===== src/logic/jtp_params.svh =====
// offsets, field positions, reset values and code constants of the test and alignment block
`ifndef JTP_PARAMS_SVH
`define JTP_PARAMS_SVH

// ***************************************************************
// register indexes (byte address is four times the index)
// ***************************************************************
`define JTP_IDX_PAT_SEL      11'h550
`define JTP_IDX_USER_LO      11'h551
`define JTP_IDX_USER_HI      11'h552
`define JTP_IDX_LINK_CTRL    11'h574
`define JTP_IDX_MF_PRESET    11'h578
`define JTP_IDX_MF_FRAMES    11'h58D
`define JTP_IDX_STATUS       11'h5F0

// ***************************************************************
// field positions and reset values
// ***************************************************************
`define JTP_DELAY_MSB        7
`define JTP_DELAY_LSB        4
`define JTP_LTEST_MSB        2
`define JTP_LTEST_LSB        0
`define JTP_RST_LINK_CTRL    8'h00
`define JTP_RST_PAT_SEL      8'h00
`define JTP_RST_MF_PRESET    8'h00
`define JTP_RST_MF_FRAMES    8'h1F
`define JTP_RST_USER         8'h00

// ***************************************************************
// character codes and timing counts
// ***************************************************************
`define JTP_K28_5            8'hBC
`define JTP_K28_0            8'h1C
`define JTP_K28_3            8'h7C
`define JTP_D21_5            8'hB5
`define JTP_ILAS_MFRAMES     3'h4
`define JTP_PN_SEED          31'h7FFFFFFF

`endif


===== src/logic/jtp_pkg.sv =====
// types shared by the test pattern and alignment logic
package jtp_pkg;

  // link layer progress
  typedef enum logic [1:0] {
    JTP_ST_CGS,
    JTP_ST_WAIT,
    JTP_ST_ILAS,
    JTP_ST_DATA
  } jtp_link_st_t;

  // sample pattern selector codes
  typedef enum logic [3:0] {
    JTP_PAT_NORMAL  = 4'h0,
    JTP_PAT_CHECKER = 4'h1,
    JTP_PAT_TOGGLE  = 4'h2,
    JTP_PAT_PN31    = 4'h3,
    JTP_PAT_PN23    = 4'h4,
    JTP_PAT_PN15    = 4'h5,
    JTP_PAT_PN9     = 4'h6,
    JTP_PAT_PN7     = 4'h7,
    JTP_PAT_RAMP    = 4'h8,
    JTP_PAT_USER_R  = 4'hE,
    JTP_PAT_USER_S  = 4'hF
  } jtp_pat_t;

  // link layer test selector codes
  typedef enum logic [2:0] {
    JTP_LT_NORMAL = 3'h0,
    JTP_LT_D215   = 3'h1,
    JTP_LT_RSV2   = 3'h2,
    JTP_LT_RSV3   = 3'h3,
    JTP_LT_RPAT   = 3'h4,
    JTP_LT_JSPAT  = 3'h5,
    JTP_LT_JTSPAT = 3'h6,
    JTP_LT_RSV7   = 3'h7
  } jtp_ltest_t;

  // two octets of one lane per clock, with control-character flags
  typedef struct packed {
    logic [1:0]  k;
    logic [15:0] octets;
  } jtp_lane_t;

endpackage


===== src/logic/jtp_tx_test_align.sv =====
// transmit link test selection, alignment start delay and register slave
//
// Design decision made here: the Avalon-MM slave port.
`timescale 1ns/100ps
`include "jtp_params.svh"

module jtp_tx_test_align
#(
  parameter logic [127:0] RPAT_SEQ   = 128'h0123456789ABCDEF0123456789ABCDEF, // modified random pattern octets
  parameter logic [127:0] JSPAT_SEQ  = 128'h00FF00FF0F0F0F0F3333333355555555, // scrambled jitter pattern octets
  parameter logic [127:0] JTSPAT_SEQ = 128'h55AA55AA00FF00FFF0F0F0F033CC33CC  // tolerance pattern octets
)
(
  input  wire logic                    i_ref_clk,         // 200 MHz sample clock
  input  wire logic                    i_rst_b,           // synchronous reset, active low
  input  wire logic [12:0]             i_avs_address,     // byte address
  input  wire logic                    i_avs_read,        // read request
  input  wire logic                    i_avs_write,       // write request
  input  wire logic [31:0]             i_avs_writedata,   // write data
  input  wire logic [3:0]              i_avs_byteenable,  // byte lanes
  output logic      [31:0]             o_avs_readdata,    // read data
  output logic                         o_avs_waitrequest, // stall
  input  wire logic                    i_sync_request_b,  // receiver sync request, active low
  input  wire logic                    i_sysref,          // system reference pulse
  input  wire logic [15:0]             i_sample,          // live converter word
  output jtp_pkg::jtp_lane_t           o_lane_q,          // lane octets and control flags
  output logic                         o_mf_boundary_q    // multiframe boundary marker
);

  // ***************************************************************
  // register state
  // ***************************************************************
  logic [7:0]  link_ctrl_q;   // alignment delay and link test
  logic [7:0]  link_ctrl_d;
  logic [7:0]  pat_sel_q;     // sample pattern select
  logic [7:0]  pat_sel_d;
  logic [7:0]  user_lo_q;     // user word low byte
  logic [7:0]  user_lo_d;
  logic [7:0]  user_hi_q;     // user word high byte
  logic [7:0]  user_hi_d;
  logic [4:0]  mf_preset_q;   // multiframe phase preset
  logic [4:0]  mf_preset_d;
  logic [4:0]  mf_frames_q;   // frames per multiframe minus one
  logic [4:0]  mf_frames_d;
  logic        ack_q;         // one-cycle answer strobe
  logic        ack_d;
  logic [31:0] rdata_d;
  logic [10:0] idx;           // register index
  logic        req;

  // ***************************************************************
  // link state
  // ***************************************************************
  jtp_pkg::jtp_link_st_t st_q;   // link progress
  jtp_pkg::jtp_link_st_t st_d;
  logic [4:0]  mf_cnt_q;          // multiframe phase counter
  logic [4:0]  mf_cnt_d;
  logic [3:0]  bnd_cnt_q;         // boundaries seen since release
  logic [3:0]  bnd_cnt_d;
  logic [2:0]  ilas_mf_q;         // multiframes of alignment sent
  logic [2:0]  ilas_mf_d;
  logic [3:0]  seq_ptr_q;         // test sequence position
  logic [3:0]  seq_ptr_d;
  logic        mf_bnd;            // this cycle closes a multiframe
  logic [3:0]  delay;             // alignment start delay field
  jtp_pkg::jtp_ltest_t ltest;     // active link test code
  jtp_pkg::jtp_lane_t  lane_d;
  logic [15:0] pat_word;          // generator output

  // pick one octet pair from a packed sequence table
  function automatic logic [15:0] seq_pair(input logic [127:0] tbl, input logic [3:0] p);
    logic [6:0] base;
    base = {p[2:0], 4'h0};
    return tbl[base +: 16];
  endfunction

  // ***************************************************************
  // avalon slave: one wait cycle, then answer
  // ***************************************************************
  assign req               = i_avs_read | i_avs_write;
  assign idx               = i_avs_address[12:2];
  assign o_avs_waitrequest = req & ~ack_q;

  // register next values and read mux
  always_comb
  begin
    link_ctrl_d = link_ctrl_q;
    pat_sel_d   = pat_sel_q;
    user_lo_d   = user_lo_q;
    user_hi_d   = user_hi_q;
    mf_preset_d = mf_preset_q;
    mf_frames_d = mf_frames_q;
    ack_d       = req & ~ack_q;
    rdata_d     = o_avs_readdata;
    // writes land only at the edge where waitrequest is low
    if (i_avs_write && ack_q && i_avs_byteenable[0])
    begin
      unique case (idx)
        `JTP_IDX_LINK_CTRL: link_ctrl_d = {i_avs_writedata[7:4], 1'b0, i_avs_writedata[2:0]};
        `JTP_IDX_PAT_SEL:   pat_sel_d   = {4'h0, i_avs_writedata[3:0]};
        `JTP_IDX_USER_LO:   user_lo_d   = i_avs_writedata[7:0];
        `JTP_IDX_USER_HI:   user_hi_d   = i_avs_writedata[7:0];
        `JTP_IDX_MF_PRESET: mf_preset_d = i_avs_writedata[4:0];
        `JTP_IDX_MF_FRAMES: mf_frames_d = i_avs_writedata[4:0];
        default:            link_ctrl_d = link_ctrl_q;
      endcase
    end
    // read data is captured one cycle ahead of the answer
    if (ack_d)
    begin
      unique case (idx)
        `JTP_IDX_LINK_CTRL: rdata_d = {24'h000000, link_ctrl_q};
        `JTP_IDX_PAT_SEL:   rdata_d = {24'h000000, pat_sel_q};
        `JTP_IDX_USER_LO:   rdata_d = {24'h000000, user_lo_q};
        `JTP_IDX_USER_HI:   rdata_d = {24'h000000, user_hi_q};
        `JTP_IDX_MF_PRESET: rdata_d = {27'h0000000, mf_preset_q};
        `JTP_IDX_MF_FRAMES: rdata_d = {27'h0000000, mf_frames_q};
        `JTP_IDX_STATUS:    rdata_d = {16'h0000, 3'h0, mf_cnt_q, bnd_cnt_q, 1'b0, i_sync_request_b, st_q};
        default:            rdata_d = 32'h00000000;
      endcase
    end
  end

  // register file flops
  always_ff @(posedge i_ref_clk)
  begin
    if (!i_rst_b)
    begin
      link_ctrl_q    <= `JTP_RST_LINK_CTRL;
      pat_sel_q      <= `JTP_RST_PAT_SEL;
      user_lo_q      <= `JTP_RST_USER;
      user_hi_q      <= `JTP_RST_USER;
      mf_preset_q    <= 5'(`JTP_RST_MF_PRESET);
      mf_frames_q    <= 5'(`JTP_RST_MF_FRAMES);
      ack_q          <= 1'b0;
      o_avs_readdata <= 32'h00000000;
    end
    else
    begin
      link_ctrl_q    <= link_ctrl_d;
      pat_sel_q      <= pat_sel_d;
      user_lo_q      <= user_lo_d;
      user_hi_q      <= user_hi_d;
      mf_preset_q    <= mf_preset_d;
      mf_frames_q    <= mf_frames_d;
      ack_q          <= ack_d;
      o_avs_readdata <= rdata_d;
    end
  end

  // ***************************************************************
  // sample pattern generator
  // ***************************************************************
  jtp_pattern_gen u_pat
  (
    .i_ref_clk (i_ref_clk),
    .i_rst_b   (i_rst_b),
    .i_sel     (pat_sel_q[3:0]),
    .i_user    ({user_hi_q, user_lo_q}),
    .i_sample  (i_sample),
    .o_word_q  (pat_word)
  );

  // ***************************************************************
  // link control decode
  // ***************************************************************
  assign delay  = link_ctrl_q[`JTP_DELAY_MSB:`JTP_DELAY_LSB];
  // reserved link test codes fall back to normal operation
  assign ltest  = (link_ctrl_q[2:0] == 3'h2 || link_ctrl_q[2:0] == 3'h3 || link_ctrl_q[2:0] == 3'h7)
                  ? jtp_pkg::JTP_LT_NORMAL : jtp_pkg::jtp_ltest_t'(link_ctrl_q[2:0]);
  assign mf_bnd = (mf_cnt_q == mf_frames_q);

  // ***************************************************************
  // multiframe counter, alignment sequencing and lane mux
  // ***************************************************************
  always_comb
  begin
    st_d      = st_q;
    bnd_cnt_d = bnd_cnt_q;
    ilas_mf_d = ilas_mf_q;
    seq_ptr_d = seq_ptr_q + 4'h1;
    lane_d    = '{k: 2'b00, octets: pat_word};
    // phase counter, preset on the reference pulse
    if (i_sysref)
      mf_cnt_d = mf_preset_q;
    else if (mf_bnd)
      mf_cnt_d = 5'h00;
    else
      mf_cnt_d = mf_cnt_q + 5'h01;
    // sync request low always forces code group sync
    if (!i_sync_request_b)
    begin
      st_d      = jtp_pkg::JTP_ST_CGS;
      bnd_cnt_d = 4'h0;
      ilas_mf_d = 3'h0;
    end
    else
    begin
      unique case (st_q)
        jtp_pkg::JTP_ST_CGS:
        begin
          st_d      = jtp_pkg::JTP_ST_WAIT;
          bnd_cnt_d = 4'h0;
        end
        jtp_pkg::JTP_ST_WAIT:
        begin
          // count boundaries; start on boundary number delay plus one
          if (mf_bnd)
          begin
            if (bnd_cnt_q == delay)
              st_d = jtp_pkg::JTP_ST_ILAS;
            else
              bnd_cnt_d = bnd_cnt_q + 4'h1;
          end
        end
        jtp_pkg::JTP_ST_ILAS:
        begin
          if (mf_bnd)
          begin
            ilas_mf_d = ilas_mf_q + 3'h1;
            if (ilas_mf_q == `JTP_ILAS_MFRAMES - 3'h1)
              st_d = jtp_pkg::JTP_ST_DATA;
          end
        end
        jtp_pkg::JTP_ST_DATA:
          st_d = jtp_pkg::JTP_ST_DATA;
      endcase
    end
    // lane octets by state
    unique case (st_q)
      jtp_pkg::JTP_ST_CGS, jtp_pkg::JTP_ST_WAIT:
        lane_d = '{k: 2'b11, octets: {`JTP_K28_5, `JTP_K28_5}};
      jtp_pkg::JTP_ST_ILAS:
      begin
        // start marker opens each multiframe, end marker closes it
        if (mf_cnt_q == 5'h00)
          lane_d = '{k: 2'b10, octets: {`JTP_K28_0, 3'h0, mf_cnt_q}};
        else if (mf_bnd)
          lane_d = '{k: 2'b01, octets: {3'h0, mf_cnt_q, `JTP_K28_3}};
        else
          lane_d = '{k: 2'b00, octets: {3'h0, mf_cnt_q, 5'h00, ilas_mf_q}};
      end
      jtp_pkg::JTP_ST_DATA:
        lane_d = '{k: 2'b00, octets: pat_word};
    endcase
    // link test modes override whatever the link would send
    unique case (ltest)
      jtp_pkg::JTP_LT_D215:
        lane_d = '{k: 2'b00, octets: {`JTP_D21_5, `JTP_D21_5}};
      jtp_pkg::JTP_LT_RPAT:
        lane_d = '{k: 2'b00, octets: seq_pair(RPAT_SEQ, seq_ptr_q)};
      jtp_pkg::JTP_LT_JSPAT:
        lane_d = '{k: 2'b00, octets: seq_pair(JSPAT_SEQ, seq_ptr_q)};
      jtp_pkg::JTP_LT_JTSPAT:
        lane_d = '{k: 2'b00, octets: seq_pair(JTSPAT_SEQ, seq_ptr_q)};
      default:
        lane_d = lane_d;
    endcase
  end

  // link state flops
  always_ff @(posedge i_ref_clk)
  begin
    if (!i_rst_b)
    begin
      st_q            <= jtp_pkg::JTP_ST_CGS;
      mf_cnt_q        <= 5'h00;
      bnd_cnt_q       <= 4'h0;
      ilas_mf_q       <= 3'h0;
      seq_ptr_q       <= 4'h0;
      o_lane_q        <= '{k: 2'b00, octets: 16'h0000};
      o_mf_boundary_q <= 1'b0;
    end
    else
    begin
      st_q            <= st_d;
      mf_cnt_q        <= mf_cnt_d;
      bnd_cnt_q       <= bnd_cnt_d;
      ilas_mf_q       <= ilas_mf_d;
      seq_ptr_q       <= seq_ptr_d;
      o_lane_q        <= lane_d;
      o_mf_boundary_q <= mf_bnd;
    end
  end

  // ***************************************************************
  // checks
  // ***************************************************************
  a_bus_answer: assert property (@(posedge i_ref_clk) disable iff (!i_rst_b)
    (req && !ack_q) |=> (ack_q && !o_avs_waitrequest))
    else $error("bus answer not given after one wait cycle");
  a_cgs_chars: assert property (@(posedge i_ref_clk) disable iff (!i_rst_b)
    (st_q == jtp_pkg::JTP_ST_CGS && ltest == jtp_pkg::JTP_LT_NORMAL)
    |=> (o_lane_q.k == 2'b11 && o_lane_q.octets == {`JTP_K28_5, `JTP_K28_5}))
    else $error("sync characters missing during sync request");
  a_sync_to_cgs: assert property (@(posedge i_ref_clk) disable iff (!i_rst_b)
    !i_sync_request_b |=> (st_q == jtp_pkg::JTP_ST_CGS))
    else $error("sync request did not force code group sync");
  a_ilas_start: assert property (@(posedge i_ref_clk) disable iff (!i_rst_b)
    $rose(st_q == jtp_pkg::JTP_ST_ILAS) |-> ($past(mf_bnd) && $past(bnd_cnt_q) == $past(delay)))
    else $error("alignment started on the wrong boundary");
  a_preset_load: assert property (@(posedge i_ref_clk) disable iff (!i_rst_b)
    i_sysref |=> (mf_cnt_q == $past(mf_preset_q)))
    else $error("phase counter did not load the preset");
  a_d215_stream: assert property (@(posedge i_ref_clk) disable iff (!i_rst_b)
    (link_ctrl_q[2:0] == 3'h1) |=> (o_lane_q.octets == {`JTP_D21_5, `JTP_D21_5} && o_lane_q.k == 2'b00))
    else $error("link test did not send D21.5");
  a_reserved_ltest: assert property (@(posedge i_ref_clk) disable iff (!i_rst_b)
    (link_ctrl_q[2:0] inside {3'h2, 3'h3, 3'h7} && st_q == jtp_pkg::JTP_ST_DATA)
    |=> (o_lane_q.k == 2'b00 && o_lane_q.octets == $past(pat_word)))
    else $error("reserved link test code was acted on");
  a_ilas_marker: assert property (@(posedge i_ref_clk) disable iff (!i_rst_b)
    (st_q == jtp_pkg::JTP_ST_ILAS && mf_cnt_q == 5'h00 && ltest == jtp_pkg::JTP_LT_NORMAL)
    |=> (o_lane_q.k == 2'b10 && o_lane_q.octets[15:8] == `JTP_K28_0))
    else $error("multiframe start marker missing in alignment");
  a_ilas_to_data: assert property (@(posedge i_ref_clk) disable iff (!i_rst_b)
    (st_q == jtp_pkg::JTP_ST_ILAS && mf_bnd && ilas_mf_q == 3'h3 && i_sync_request_b)
    |=> (st_q == jtp_pkg::JTP_ST_DATA))
    else $error("alignment sequence did not hand over to data");
  a_pat_write: assert property (@(posedge i_ref_clk) disable iff (!i_rst_b)
    (i_avs_write && !o_avs_waitrequest && idx == `JTP_IDX_PAT_SEL && i_avs_byteenable[0])
    |=> (pat_sel_q == {4'h0, $past(i_avs_writedata[3:0])}))
    else $error("pattern select write did not land");
  a_rpat_seq: assert property (@(posedge i_ref_clk) disable iff (!i_rst_b)
    (link_ctrl_q[2:0] == 3'h4) |=> (o_lane_q.octets == seq_pair(RPAT_SEQ, $past(seq_ptr_q))))
    else $error("random pattern octets wrong");
  a_data_sample: assert property (@(posedge i_ref_clk) disable iff (!i_rst_b)
    (st_q == jtp_pkg::JTP_ST_DATA && ltest == jtp_pkg::JTP_LT_NORMAL) |=> (o_lane_q.octets == $past(pat_word)))
    else $error("data state did not carry the sample word");
  c_ilas_seen: cover property (@(posedge i_ref_clk) disable iff (!i_rst_b) $rose(st_q == jtp_pkg::JTP_ST_ILAS));
  c_data_seen: cover property (@(posedge i_ref_clk) disable iff (!i_rst_b) $rose(st_q == jtp_pkg::JTP_ST_DATA));
  c_jspat_run: cover property (@(posedge i_ref_clk) disable iff (!i_rst_b) (ltest == jtp_pkg::JTP_LT_JSPAT) [*4]);

endmodule


===== src/logic/jtp_pattern_gen.sv =====
// sample pattern generator: checkerboard, toggle, pn sequences, ramp and user words
`timescale 1ns/100ps
`include "jtp_params.svh"

module jtp_pattern_gen
(
  input  wire logic          i_ref_clk,   // sample clock
  input  wire logic          i_rst_b,     // synchronous reset, active low
  input  wire logic [3:0]    i_sel,       // sample pattern select code
  input  wire logic [15:0]   i_user,      // user test word
  input  wire logic [15:0]   i_sample,    // live converter word
  output logic      [15:0]   o_word_q     // word handed to the framer
);

  // one pn bit step for polynomial x^len + x^tap + 1
  function automatic logic [30:0] pn_step(input logic [30:0] s, input int len, input int tap);
    logic fb;
    fb = s[len-1] ^ s[tap-1];
    return {s[29:0], fb};
  endfunction

  logic [30:0] pn_q;        // shared pn register
  logic [30:0] pn_d;
  logic [15:0] word_d;
  logic [3:0]  sel_q;       // previous selector, reseeds on change
  logic        single_q;    // single user word already sent
  logic        single_d;
  logic [15:0] pn_bits;

  // ***************************************************************
  // next word
  // ***************************************************************
  always_comb
  begin
    pn_d     = pn_q;
    pn_bits  = 16'h0000;
    single_d = single_q;
    word_d   = i_sample;
    if (i_sel != sel_q)
    begin
      pn_d     = `JTP_PN_SEED;
      single_d = 1'b0;
    end
    for (int i = 0; i < 16; i++)
    begin
      // pn modes advance 16 bits per word, newest bit lands lowest
      unique case (i_sel)
        4'h3:    pn_d = pn_step(pn_d, 31, 28);
        4'h4:    pn_d = pn_step(pn_d, 23, 18);
        4'h5:    pn_d = pn_step(pn_d, 15, 14);
        4'h6:    pn_d = pn_step(pn_d, 9, 5);
        4'h7:    pn_d = pn_step(pn_d, 7, 6);
        default: pn_d = pn_d;
      endcase
      pn_bits[15-i] = pn_d[0];
    end
    unique case (i_sel)
      4'h0:                   word_d = i_sample;
      4'h1:                   word_d = (o_word_q == 16'hAAAA) ? 16'h5555 : 16'hAAAA;
      4'h2:                   word_d = (o_word_q == 16'hFFFF) ? 16'h0000 : 16'hFFFF;
      4'h3, 4'h4, 4'h5, 4'h6, 4'h7:
                              word_d = pn_bits;
      4'h8:                   word_d = o_word_q + 16'h0001;
      4'hE:                   word_d = i_user;
      4'hF:
      begin
        // user word once, then zeros until the code changes
        word_d   = single_d ? 16'h0000 : i_user;
        single_d = 1'b1;
      end
      default:                word_d = 16'h0000;
    endcase
  end

  // ***************************************************************
  // registers
  // ***************************************************************
  always_ff @(posedge i_ref_clk)
  begin
    if (!i_rst_b)
    begin
      pn_q     <= `JTP_PN_SEED;
      sel_q    <= 4'h0;
      single_q <= 1'b0;
      o_word_q <= 16'h0000;
    end
    else
    begin
      pn_q     <= pn_d;
      sel_q    <= i_sel;
      single_q <= single_d;
      o_word_q <= word_d;
    end
  end

  // ***************************************************************
  // checks
  // ***************************************************************
  a_normal_pass: assert property (@(posedge i_ref_clk) disable iff (!i_rst_b)
    (i_sel == 4'h0) |=> (o_word_q == $past(i_sample)))
    else $error("normal mode did not pass the sample");
  a_checker_alt: assert property (@(posedge i_ref_clk) disable iff (!i_rst_b)
    (i_sel == 4'h1) ##1 (i_sel == 4'h1) |=> (o_word_q == ~$past(o_word_q)))
    else $error("checkerboard did not alternate");
  a_ramp_step: assert property (@(posedge i_ref_clk) disable iff (!i_rst_b)
    (i_sel == 4'h8) |=> (o_word_q == $past(o_word_q) + 16'h0001))
    else $error("ramp did not step by one");
  a_pn_alive: assert property (@(posedge i_ref_clk) disable iff (!i_rst_b)
    (i_sel == 4'h7) [*3] |-> (pn_q[6:0] != 7'h00))
    else $error("pn register stuck at zero");
  c_pn31_run: cover property (@(posedge i_ref_clk) disable iff (!i_rst_b) (i_sel == 4'h3) [*4]);

endmodule


===== config.mk =====
export PLATFORM = sky130hd
export DESIGN_NAME = jtp_tx_test_align
export DESIGN_NICKNAME = d
export VERILOG_FILES = /design/src/logic/jtp_pkg.sv /design/src/logic/jtp_tx_test_align.sv /design/src/logic/jtp_pattern_gen.sv
export VERILOG_INCLUDE_DIRS = /design/src /design/src/logic
export SDC_FILE = /design/constraint.sdc
export NUM_CORES = 1
export LEC_CHECK = 0
export ABC_AREA = 1
export BUFFER_PORTS_ARGS = -buffer_cell sky130_fd_sc_hd__buf_2
export CORE_AREA = 2 2 142 144
export CTS_CLUSTER_SIZE = 16
export DETAILED_ROUTE_END_ITERATION = 8
export DIE_AREA = 0 0 144 146
export PLACE_DENSITY_LB_ADDON = 0.1
export SLEW_MARGIN = 40
export SYNTH_ARGS = -nofsm -noshare
export SYNTH_HDL_FRONTEND = slang
export SYNTH_SLANG_ARGS = --single-unit

===== constraint.sdc =====
create_clock -name i_ref_clk -period 3.5 [get_ports i_ref_clk]
set_input_delay 0.35 -clock i_ref_clk [delete_from_list [all_inputs] [get_ports i_ref_clk]]
set_output_delay 0.35 -clock i_ref_clk [all_outputs]
set_load 0.02 [all_outputs]

## Yosys cells after proc, flatten, opt, wreduce, memory -nomap -nowiden

Cells that the tools add are included.

- Bitwise operators: 83
- Eq/ne operators: 38
- Shift-type cells: 3
- Add/sub/neg operators: 5
- Reduce and logical (&&, ||, !) cells: 20
- Multiplexer cells: 39

Operators with widths:

| cell | count |
|---|---|
| $pmux 31 s5 | 16 |
| $shiftx 128x8->16 const A | 3 |
| $pmux 16 s7 | 1 |
| $pmux 13 s7 | 1 |
| $xor 1x1->1 | 80 |
| $eq 11x11->1 const B | 7 |
| $pmux 18 s4 | 1 |
| $pmux 18 s3 | 1 |
| $mux 16 | 3 |
| $eq 16x16->1 const B | 2 |
| $mux 31 | 1 |
| $mux 18 | 1 |
| $mux 17 | 1 |
| $add 16x1->16 const B | 1 |
| $eq 4x3->1 const B | 4 |
| $reduce_and 2->1 | 8 |
| $eq 3x3->1 const B | 4 |
| $eq 4x4->1 const B | 3 |
| $mux 5 | 2 |
| $ne 2x2->1 const B | 5 |
| $eq 3x2->1 const B | 3 |
| $add 4x1->4 const B | 2 |
| $eq 4x2->1 const B | 2 |
| $mux 2 | 4 |
| other kinds (27) | 32 |

- Bits of input ports: 71
- Word-level logic and storage cells: 208
- Bits in registers: 159

## Longest topological paths before layout

Gate-level depths: netlist of the first run.

- Depth after elaboration: 35
- Gate-level depth with buffers: 25
- Mapped depth without buffers: 24

## By module

From an unflattened synthesis of the first run, not the netlist that was laid out.

- Cells, all modules: 1609
- Area total of the unflattened synthesis: 10112.2 um2

Modules (own cells, without submodules):

| module | seq. area each (um2) | area an instance (um2) | instances | cells an instance |
|---|---|---|---|---|
| jtp_pattern_gen | 1041.0 | 5531.6 | 1 | 967 |
| jtp_tx_test_align | 1741.7 | 4580.6 | 1 | 642 |

## Worst setup path before layout of the first run

No wires, ideal clock.

- Path type: register to register
- Start: register pat_sel_q[1]
- End: register u_pat.o_word_q[2]
- Slack: 1.011 ns
- Clock period less this slack: 2.489 ns
- Buffers on the path: 2
- Arrival time: 2.361 ns
- Stages on the path, launching flop included: 22
- Cell sequence: dfxtp_1 inv_2 nand2_1 nand2_2 nor2_4 buf_8 buf_12 nand4_1 nand3_1 nand2_1 nor2_4 nand3_2 nand3_1 nand2_1 nor2_1 nor2_2 a21oi_2 nand3_1 nand3_1 nand3_2 a21oi_2 nor2_1

- Cells in the longest elaborated chain, start to end: 20
- Elaborated cells on any way between the ends: 101

Ends and longest elaborated chain:

| element | RTL line | RTL |
|---|---|---|
| start: declaration | jtp_tx_test_align.sv:35 | `logic [7:0] pat_sel_q;` |
| start signal: assignment | jtp_tx_test_align.sv:130 | `` pat_sel_q <= `JTP_RST_PAT_SEL; `` |
| start signal: assignment | jtp_tx_test_align.sv:141 | `pat_sel_q <= pat_sel_d;` |
| $ne 4x4->1 | jtp_pattern_gen.sv:39 | `if (i_sel != sel_q)` |
| $mux 31 | jtp_pattern_gen.sv:39 |  |
| $xor 1x1->1 or $pmux 31 s5 (tied branches) | jtp_pattern_gen.sv:18, jtp_pattern_gen.sv:47 |  |
| $pmux 31 s5 or $xor 1x1->1 (tied branches) (3 in series) | jtp_pattern_gen.sv:47, jtp_pattern_gen.sv:18 |  |
| $pmux 31 s5 (2 in series) | jtp_pattern_gen.sv:47 | `unique case (i_sel)` |
| $xor 1x1->1 or $pmux 31 s5 (tied branches) | jtp_pattern_gen.sv:18, jtp_pattern_gen.sv:47 |  |
| $pmux 31 s5 or $xor 1x1->1 (tied branches) (3 in series) | jtp_pattern_gen.sv:47, jtp_pattern_gen.sv:18 |  |
| $pmux 31 s5 (2 in series) | jtp_pattern_gen.sv:47 |  |
| $pmux 31 s5 or $xor 1x1->1 (tied branches) (3 in series) | jtp_pattern_gen.sv:47, jtp_pattern_gen.sv:18 |  |
| $xor 1x1->1 or $pmux 31 s5 (tied branches) | jtp_pattern_gen.sv:18, jtp_pattern_gen.sv:47 |  |
| $pmux 31 s5 | jtp_pattern_gen.sv:47 |  |
| $pmux 16 s7 (*) | jtp_pattern_gen.sv:57 | `unique case (i_sel)` |
| end signal: assignment | jtp_pattern_gen.sv:92 | `o_word_q <= word_d;` |
| end: declaration | jtp_pattern_gen.sv:12 | `output logic [15:0] o_word_q` |

Every way passes the cells marked *; elsewhere a longest branch is shown, timed or not.
A chain may end at the register's enable or synchronous reset.

## Worst setup path in the final report of the first run

- Start: register pat_sel_q[1]
- End: register u_pat.pn_q[2]

- Cells in the longest elaborated chain, start to end: 21
- Elaborated cells on any way between the ends: 93

Ends and longest elaborated chain:

| element | RTL line | RTL |
|---|---|---|
| $ne 4x4->1 | jtp_pattern_gen.sv:39 |  |
| $mux 31 | jtp_pattern_gen.sv:39 |  |
| $xor 1x1->1 or $pmux 31 s5 (tied branches) | jtp_pattern_gen.sv:18, jtp_pattern_gen.sv:47 |  |
| $pmux 31 s5 or $xor 1x1->1 (tied branches) (3 in series) | jtp_pattern_gen.sv:47, jtp_pattern_gen.sv:18 |  |
| $pmux 31 s5 (2 in series) | jtp_pattern_gen.sv:47 |  |
| $xor 1x1->1 or $pmux 31 s5 (tied branches) | jtp_pattern_gen.sv:18, jtp_pattern_gen.sv:47 |  |
| $pmux 31 s5 or $xor 1x1->1 (tied branches) (3 in series) | jtp_pattern_gen.sv:47, jtp_pattern_gen.sv:18 |  |
| $pmux 31 s5 (2 in series) | jtp_pattern_gen.sv:47 |  |
| $pmux 31 s5 or $xor 1x1->1 (tied branches) (3 in series) | jtp_pattern_gen.sv:47, jtp_pattern_gen.sv:18 |  |
| $xor 1x1->1 or $pmux 31 s5 (tied branches) | jtp_pattern_gen.sv:18, jtp_pattern_gen.sv:47 |  |
| $pmux 31 s5 (2 in series) | jtp_pattern_gen.sv:47 |  |
| $pmux 31 s5 (*) | jtp_pattern_gen.sv:47 |  |
| end signal: assignment | jtp_pattern_gen.sv:82 | `` pn_q <= `JTP_PN_SEED; `` |
| end signal: assignment | jtp_pattern_gen.sv:89 | `pn_q <= pn_d;` |
| end: declaration | jtp_pattern_gen.sv:22 | `logic [30:0] pn_q;` |

Marks and branches as above.

==> reports/summary.txt, run 1 <==
gpl congestion = 0.957
DIE HEIGHT = 146 um
period utilization = 91.9%
Pins Over Slew Limit = 0
total routed wirelength = 33.1 mm
Vias/cell = 5.64
Area Growth Syn to Fin = 13.2%
Routed WL per cell = 17.9 um
# setup viols final = 0
Post-CTS Hold Fix Bufs = 0
Setup CP Type = register to register
r2r startpoint = pat_sel_q[1]$_SDFFE_PN0P_
clk buf depth = 2
DIE AREA = 21000 um2
delay-heaviest family, CP = simple AND/OR/NAND/NOR gates
total track usage = 31.6%
1st-pass router iterations = 5
clock sink count = 139
Yosys reg bits = 139
sequential-to-total area share from yosys stat = 29.1%
WHS = 0.217 ns
Worst Tran Pin Value = 0.750 ns
port buffer count = 74
initial antenna violation count = 0
Iteration-0 DRC Markers = 858
largest area contributor in the netlist = dfxtp_1
Setup WS pre-CTS = 0.273 ns
Critical Path Max Stage Delay = 0.46 ns
# placed instances = 1814
share of cells above drive strength 1 = 14.2%
nets@finish = 1647
number of maximum-capacitance violations = 0
Crit. path cell count = 22
leading post-synthesis cells by cell area = dfxtp_1, nand2_1, inv_1
Sw Share = 24.7%
Final min period = 3.22 ns
Ant. Diodes = 0
grt total ovfl = 0
hpwl dp = 25.0 mm
combinational share of power = 6.5%
first-pass GRT wire length = 51.4 mm
Pint = 2.85 mW
Max Clk Rate = 0.311 GHz
Flop pwr share = 43.4%
outcome = finished, final reports clean
post-place instance area = 10200 um2
leakage power = 5.62 nW
CP Cell Sequence = inv_2 -> nand2_1 -> nand2_2 -> nor2_4 -> buf_12 -> nand3_2 -> nand2_4 -> nand2_1 -> inv_1 -> nand2_1 -> nand3_1 -> nand2_1 -> nor2_4 -> nand2_4 -> nand2_1 -> nand3_1 -> nand3b_1 -> nand4_1 -> nand3_1 -> nand3_2 -> o31ai_1 -> nand2_1
async set-reset flop share out of synthesis = 0%
P_sw = 938 uW
CP arrival = 3.50 ns
final hold vios = 0
Clk pwr share = 50.1%
final core occ = 55.9%
worst setup path startpoint = pat_sel_q[1]$_SDFFE_PN0P_
clk_lat worst skew = 0.42 ns
Remaining DRCs = 0
crit-path most repeated cell = nand2_1
largest net degree at the start of global routing = 90
worst reg2reg path endpoint = u_pat.pn_q[2]$_SDFF_PN1_
slew margin rel. = 49.5%
Final Non-Filler Cells = 1846
Clk pin slew, worst setup/hold paths = 0.06 ns
PwrDens = 351 nW/um2
Final ANT Viol Nets = 0
syn_area_per_cell = 6.39 um2
Worst setup EP type = register
initial core utilization = 49.4%
reg-to-reg slack, setup = 0.28 ns
crit path to = u_pat.pn_q[2]$_SDFF_PN1_
CP max FO = 39
FF-to-FF path depth = 22
TritonCTS Buffers = 17
Distinct cells, synth = 58
Synth top area share = 29.1%
DR vias = 10400
crit path buf inv count = 3
Setup WS post-layout = 0.283 ns
Setup crit start kind = register
Synthesis Warnings = 0
RSZ-0062 raised after global routing = no
chip width = 144 um
Hold Crit Class = input port to register
setup_tns = 0 ns
Row Count = 51
H-tree levels = 4
Req. time, crit path = 3.78 ns
CTS tree = yes
clock skew = 0.0100 ns
Syn Inst Count = 1495
setup bufs post-CTS = 0
Post-synth EDFFs = 0
core box area = 19300 um2
Finished Cell Area = 10800 um2
Final Power = 3.79 mW
vias in the first global route = 9440
Primary FF master, synth = dfxtp_1
Cell Area, Synth = 9550 um2
Worst VDD drop = 0.000335 V
Clk Tree Root Cell = clkbuf_16
I/O Pins = 123
CP max-delay cell = dfxtp_1
==> flip-flops by register name, indices dropped and copies added (netlist names), 5 cells and up <==
signal / cells
mf_cnt_q: 5
user_hi_q: 8
mf_frames_q: 5
u_pat.pn_q: 31
mf_preset_q: 5
link_ctrl_q: 7
u_pat.o_word_q: 16
user_lo_q: 8
o_avs_readdata: 13
o_lane_q: 18
==> repair_timing <==
item                                    CTS  global route
hold endpoints to repair                  0             0
resized for setup                         0             1
endpoints found under the setup margin    0             3
==> worst min path at each step <==
stage	startpoint	cells past startpoint	slack, ns	endpoint
6_report	i_avs_writedata[3]	3	0.22	mf_frames_q[3]$_SDFFE_PN1P_
3_3_place_gp	o_avs_readdata[1]$_SDFFE_PN0P_	2	0.45	o_avs_readdata[1]$_SDFFE_PN0P_
5_1_grt	i_avs_writedata[3]	3	0.22	mf_frames_q[3]$_SDFFE_PN1P_
2_1_floorplan	user_hi_q[5]$_SDFFE_PN0P_	2	0.44	user_hi_q[5]$_SDFFE_PN0P_
4_1_cts	i_avs_writedata[3]	3	0.20	mf_frames_q[3]$_SDFFE_PN1P_
3_5_place_dp	u_pat.pn_q[10]$_SDFF_PN1_	2	0.46	u_pat.pn_q[10]$_SDFF_PN1_
==> routing by layer <==
layer	wire length, um	vias up	GRT usage [%]	part of all wire [%]
met2	15300	416	50.1	46
met3	1970	93	4.61	5.9
met5	0	-	0	0
met1	13900	4794	40.8	42
met4	1880	0	17.8	5.7
li1	-	5111	-	-
==> cells in the mapped netlist (all sizes together) (5+ instances only) <==
cell	instances
nor2	116
nand4	57
o31ai	5
inv	219
nand2	364
a31oi	12
o21ai	112
ha	8
nand3	143
o22ai	24
xor2	6
a211oi	7
a21oi	101
clkbuf	33
a221oi	6
buf	47
o221ai	6
nor4	7
o211ai	14
a22oi	8
dfxtp	139
nor3	17
==> cell usage in the layout, fill, tap and decap left out, drive strengths merged, types with 7 or more instances in the layout <==
| master | netlist | layout |
|---|---|---|
| clkbuf | 33 | 19 |
| nor3 | 17 | 17 |
| buf | 47 | 116 |
| a21oi | 101 | 101 |
| nor4 | 7 | 7 |
| o21ai | 112 | 112 |
| inv | 219 | 222 |
| conb | 1 | 19 |
| o211ai | 14 | 14 |
| ha | 8 | 8 |
| a31oi | 12 | 12 |
| o22ai | 24 | 24 |
| a22oi | 8 | 8 |
| dfxtp | 139 | 139 |
| a211oi | 7 | 7 |
| clkinv | 4 | 10 |
| nor2 | 116 | 116 |
| nand3 | 143 | 143 |
| nand2 | 364 | 364 |
| nand4 | 57 | 57 |
==> worst reg2reg max path, cell delays in order, from the launching register on <==
cell and delay, ns:
dfxtp_1 0.46, inv_2 0.09, nand2_1 0.09, nand2_2 0.06
nor2_4 0.14, buf_12 0.26, nand3_2 0.16, nand2_4 0.15
nand2_1 0.09, inv_1 0.05, nand2_1 0.04, nand3_1 0.18
nand2_1 0.14, nor2_4 0.18, nand2_4 0.11, nand2_1 0.08
nand3_1 0.12, nand3b_1 0.16, nand4_1 0.09, nand3_1 0.12
nand3_2 0.11, o31ai_1 0.10, nand2_1 0.08
==> logic make-up after synthesis <==
group	share of synthesized area (%)
AO/OA/AOI/OAI	19.6
XOR/XNOR	0.917
adder cells (fa/ha/maj)	1.05
buffers and inverters	13.9
flip-flops	29.1
other	0.0393
AND/OR/NAND/NOR	35.3
==> power groups by stage <==
stage | combinational, mW | sequential, mW | clock (mW)
2_1_floorplan | 0.158 | 1.68 | 0
3_3_place_gp | 0.242 | 1.68 | 0
3_5_place_dp | 0.243 | 1.68 | 0
4_1_cts | 0.245 | 1.64 | 1.93
5_1_grt | 0.272 | 1.65 | 2.00
6_report | 0.248 | 1.65 | 1.90
==> area by class of cell <==
class	count	area, um2
sequential	139	2780
multi-input combinational	1071	5520
clock buffer	19	453
tap	265	332
inverter	223	838
fill	1986	8520
timing repair buffer	116	727
clock inverter	13	165
Note: power is estimated with default switching activity, not from simulation.
==> inputs of run 2 (changes only) <==
- PLACE_DENSITY: unset -> 0.66
- PLACE_DENSITY_LB_ADDON: 0.1 -> unset
==> reports/summary.txt, run 2 (synthesis results as in run 1) <==
# setup viols final = 0
leakage power = 5.59 nW
Top Registers = u_pat.pn_q (31), o_lane_q (18), u_pat.o_word_q (16)
Clk pwr share = 47.7%
hpwl dp = 25.0 mm
initial antenna violation count = 0
crit-path most repeated cell = nand2_1
slew margin rel. = 46.2%
Pins Over Slew Limit = 0
Critical Path Max Stage Delay = 0.45 ns
outcome = finished, final reports clean
Post-CTS Hold Fix Bufs = 0
commonest non-fill, non-tap cell in the layout = nand2_1
H-tree levels = 4
CP arrival = 3.59 ns
core box area = 19300 um2
CP Cell Sequence = inv_2 -> nand2_1 -> nand2_1 -> nor2_4 -> buf_4 -> clkbuf_16 -> nand4_1 -> nand2_1 -> nand2_1 -> nand3_1 -> nand3_1 -> nor2_1 -> nand2_1 -> nand2_1 -> nand2_1 -> nand3_1 -> nand3_2 -> nand2_1 -> nand2_1 -> nand3_1 -> nand4_1 -> nor2_1 -> nor2_1
share of cells above drive strength 1 = 14.3%
Setup CP Type = register to register
setup_tns = 0 ns
Setup crit start kind = register
clk_lat worst skew = 0.42 ns
Iteration-0 DRC Markers = 992
met3 routed WL = 2.57 mm
Setup WS post-layout = 0.201 ns
top layer in use = met4
Hold Crit Class = input port to register
Final ANT Viol Nets = 0
total routed wirelength = 32.6 mm
number of maximum-capacitance violations = 0
P_sw = 963 uW
port buffer count = 74
DIE HEIGHT = 146 um
initial core utilization = 49.4%
period utilization = 94.3%
PwrDens = 334 nW/um2
Sw Share = 26.7%
Final min period = 3.30 ns
layout filler cell count = 1934
CP max FO = 16
TritonCTS Buffers = 17
nets@finish = 1646
CP max-delay cell = dfxtp_1
final hold vios = 0
gpl congestion = 0.971
Worst Tran Pin Value = 0.799 ns
Routed WL per cell = 17.7 um
WHS = 0.209 ns
clk buf depth = 2
first-pass GRT wire length = 50.6 mm
delay-heaviest family, CP = simple AND/OR/NAND/NOR gates
CTS tree = yes
Ant. Diodes = 0
grt total ovfl = 0
WL met1 = 13.8 mm
Area Growth Syn to Fin = 13.1%
Clk pin slew, worst setup/hold paths = 0.06 ns
met2 wire len = 15.1 mm
DR vias = 10400
1st-pass router iterations = 6
Pint = 2.65 mW
DIE AREA = 21000 um2
chip width = 144 um
Remaining DRCs = 0
Worst setup EP type = register
Row Count = 51
total track usage = 31.0%
clock sink count = 139
Largest Register = u_pat.pn_q
most frequent cells in the layout = nand2_1, inv_1, dfxtp_1, nand3_1
Flop pwr share = 45.5%
Setup WS pre-CTS = 0.258 ns
Clk Tree Root Cell = clkbuf_16
Max Clk Rate = 0.303 GHz
I/O Pins = 123
clock skew = 0.00952 ns
Largest register FFs = 31
Worst VDD drop = 0.000342 V
Req. time, crit path = 3.79 ns
crit path buf inv count = 3
vias in the first global route = 9303
Vias/cell = 5.64
largest net degree at the start of global routing = 90
combinational share of power = 6.8%
## run 2: cell count changes in the layout (fill, tap and decap cells not counted), moves of 3 or more
cell,before,now
clkinvlp_4,1,4
bufinv_16,3,0
dfxtp_1,139,136
nand4_2,16,13
dfxtp_2,0,3
nand4_4,3,6
## run 2: cell type report
class / count / area, um2 / area share (%)
sequential: 139 / 2790 / 25.8
multi-input combinational: 1071 / 5540 / 51.3
clock inverter: 13 / 108 / 0.997
clock buffer: 19 / 453 / 4.19
inverter: 223 / 841 / 7.79
tap: 265 / 332 / 3.07
timing repair buffer: 115 / 737 / 6.83
## run 2: final timing paths
kind,slack [ns],endpoint,start,cells after the start
max,0.20,u_pat.o_word_q[0]$_SDFF_PN0_,pat_sel_q[0]$_SDFFE_PN0P_,23
min,0.21,mf_frames_q[3]$_SDFFE_PN1P_,i_avs_writedata[3],3
max reg2reg,0.20,u_pat.o_word_q[0]$_SDFF_PN0_,pat_sel_q[0]$_SDFFE_PN0P_,23
min reg2reg,0.47,o_avs_readdata[0]$_SDFFE_PN0P_,o_avs_readdata[0]$_SDFFE_PN0P_,2
## run 2: what timing repair did
action	CTS	global route
setup endpoints to repair	0	4
gates resized for setup	0	8
endpoints found under the hold margin	0	0
buffers inserted	0	3
## run 2: power by group through the flow
stage / Combinational, mW / Clock (mW) / Sequential (mW)
floorplan: 0.158 / 0 / 1.68
global placement: 0.239 / 0 / 1.68
detailed placement: 0.240 / 0 / 1.68
CTS: 0.242 / 1.74 / 1.64
global route: 0.271 / 1.81 / 1.65
finish: 0.245 / 1.72 / 1.64
## run 2: through the flow
stage	power [mW]	cells	cell area (um2)	utilization (%)
6_report	3.61	1845	10800	55.8
4_1_cts	3.63	1841	10700	55.4
3_5_place_dp	1.92	1809	10100	52.5
2_1_floorplan	1.84	1513	9620	-
5_1_grt	3.73	1845	10800	55.8
3_3_place_gp	1.92	1809	10100	52.5
## run 2: tightest hold or removal path: stages
cell and delay [ns]:
buf_2 0.13, nand2_1 0.06, nand3_1 0.06
## run 2: per-layer routing
metal,track usage (%),vias to the layer above
met5,0,-
met4,11.0,0
met3,5.59,80
met2,50.5,487
met1,41.0,4706
li1,-,5128
==> inputs of run 3 (changes only) <==
- clock period: 3.5 -> 3.2 ns (I/O delays scaled with it)
==> reports/summary.txt, run 3 (synthesis results as in run 1) <==
total routed wirelength = 34.3 mm
clock sink count = 139
first-pass GRT wire length = 52.6 mm
grt total ovfl = 0
Max Clk Rate = 0.320 GHz
Iteration-0 DRC Markers = 1040
Clk pwr share = 49.9%
Top Registers = u_pat.pn_q (31), o_lane_q (18), u_pat.o_word_q (16)
1st-pass router iterations = 6
CP arrival = 3.43 ns
vias in the first global route = 9574
period utilization = 97.7%
TritonCTS Buffers = 17
Clk pin slew, worst setup/hold paths = 0.07 ns
Hold Crit Class = input port to register
gpl congestion = 0.987
hpwl dp = 26.0 mm
DIE HEIGHT = 146 um
WHS = 0.187 ns
share of cells above drive strength 1 = 17.6%
Largest register FFs = 31
Ant. Diodes = 0
DIE AREA = 21000 um2
clock skew = 0.0105 ns
Setup CP Type = register to register
layout filler cell count = 1926
initial core utilization = 49.4%
clk buf depth = 2
Row Count = 51
Clk Tree Root Cell = clkbuf_16
combinational share of power = 6.6%
largest net degree at the start of global routing = 90
Worst VDD drop = 0.000367 V
leakage power = 5.74 nW
Vias/cell = 5.65
Worst setup EP type = register
# placed instances = 1843
Area Growth Syn to Fin = 19.2%
Setup crit start kind = register
Flop pwr share = 43.6%
commonest non-fill, non-tap cell in the layout = nand2_1
initial antenna violation count = 0
P_sw = 1.03 mW
Worst Tran Pin Value = 0.720 ns
Pins Over Slew Limit = 0
Sw Share = 25.0%
H-tree levels = 4
Pint = 3.10 mW
final hold vios = 0
Final ANT Viol Nets = 0
outcome = finished, final reports clean
DR vias = 10700
# setup viols final = 0
RSZ-0062 raised after global routing = yes
nets@finish = 1688
Req. time, crit path = 3.50 ns
Final Non-Filler Cells = 1886
Final min period = 3.13 ns
clk_lat worst skew = 0.42 ns
chip width = 144 um
port buffer count = 74
total track usage = 32.1%
number of maximum-capacitance violations = 0
core box area = 19300 um2
most frequent cells in the layout = nand2_1, inv_1, dfxtp_1, nand3_1, o21ai_0
slew margin rel. = 51.7%
Routed WL per cell = 18.2 um
CP max FO = 7
Final Power = 4.13 mW
PwrDens = 363 nW/um2
I/O Pins = 123
Remaining DRCs = 0
CTS tree = yes
Largest Register = u_pat.pn_q
[run 3: timing repair]
action                                  in CTS  in global routing
gates resized for setup                      0                 49
endpoints found under the setup margin       0                 12
hold buffers                                 0                  0
buffers inserted                             0                  9
[run 3: worst paths after layout]
kind,from,end,slack [ns],cells after the start
worst min register to register,pat_sel_q[2]$_SDFFE_PN0P_,u_pat.sel_q[2]$_SDFF_PN0_,0.46,2
worst max-delay path,pat_sel_q[0]$_SDFFE_PN0P_,u_pat.o_word_q[0]$_SDFF_PN0_,0.07,25
worst min-delay path,i_avs_writedata[3],mf_frames_q[3]$_SDFFE_PN1P_,0.19,3
worst max register to register,pat_sel_q[0]$_SDFFE_PN0P_,u_pat.o_word_q[0]$_SDFF_PN0_,0.07,25
[run 3: worst max-delay path: stages, from the launching register on]
cell and delay, ns:
dfxtp_4 0.38, inv_2 0.04, nand2_1 0.05, nand2_1 0.08, nor2_4 0.26, buf_12 0.18, buf_4 0.13, buf_4 0.14
nand4_2 0.12, buf_4 0.19, nand2_1 0.07, nand2_1 0.05, nand3_1 0.07, nand2_1 0.06, nor2_2 0.14, nand2_2 0.10
nand2_1 0.07, nand2_1 0.06, nand3_2 0.09, nand3_2 0.12, nand2_1 0.09, nand2_1 0.06, nand3_1 0.07, nand4_1 0.18
nor2_1 0.16, nor2_1 0.05
[run 3: layout make-up]
cell class              instances  area (um2)  share of cell area [%]
clock buffers                  19         443                    3.89
clock inverters                12         163                    1.43
inverters                     223         841                    7.38
multi-input cells            1071        5680                    49.9
flip-flops and latches        139        2790                    24.5
well taps                     265         332                    2.91
repair buffers                157        1140                    10.0
[run 3: power groups by stage]
| stage | clock [mW] | sequential [mW] | combinational (mW) |
|---|---|---|---|
| floorplan | 0 | 1.84 | 0.173 |
| global placement | 0 | 1.84 | 0.264 |
| detailed placement | 0 | 1.84 | 0.266 |
| CTS | 2.07 | 1.80 | 0.268 |
| global route | 2.16 | 1.80 | 0.297 |
| finish | 2.06 | 1.80 | 0.271 |
[run 3: metrics by stage]
| step | util [%] | area (um2) | TNS [ns] | setup slack [ns] |
|---|---|---|---|---|
| after floorplan | - | 9620 | 0 | 0.711 |
| after global placement | 53.9 | 10400 | 0 | 0.112 |
| after detailed placement | 53.9 | 10400 | 0 | 0.0866 |
| after CTS | 57.0 | 11000 | 0 | 0.0688 |
| after global routing | 58.9 | 11400 | -0.113 | -0.0929 |
| final | 58.9 | 11400 | 0 | 0.0746 |
[run 3: per-layer routing]
metal | share of wire [%] | GRT usage [%]
met1 | 41 | 41.1
met5 | 0 | 0
met2 | 47 | 52.5
met3 | 7.2 | 5.66
met4 | 4.4 | 14.6
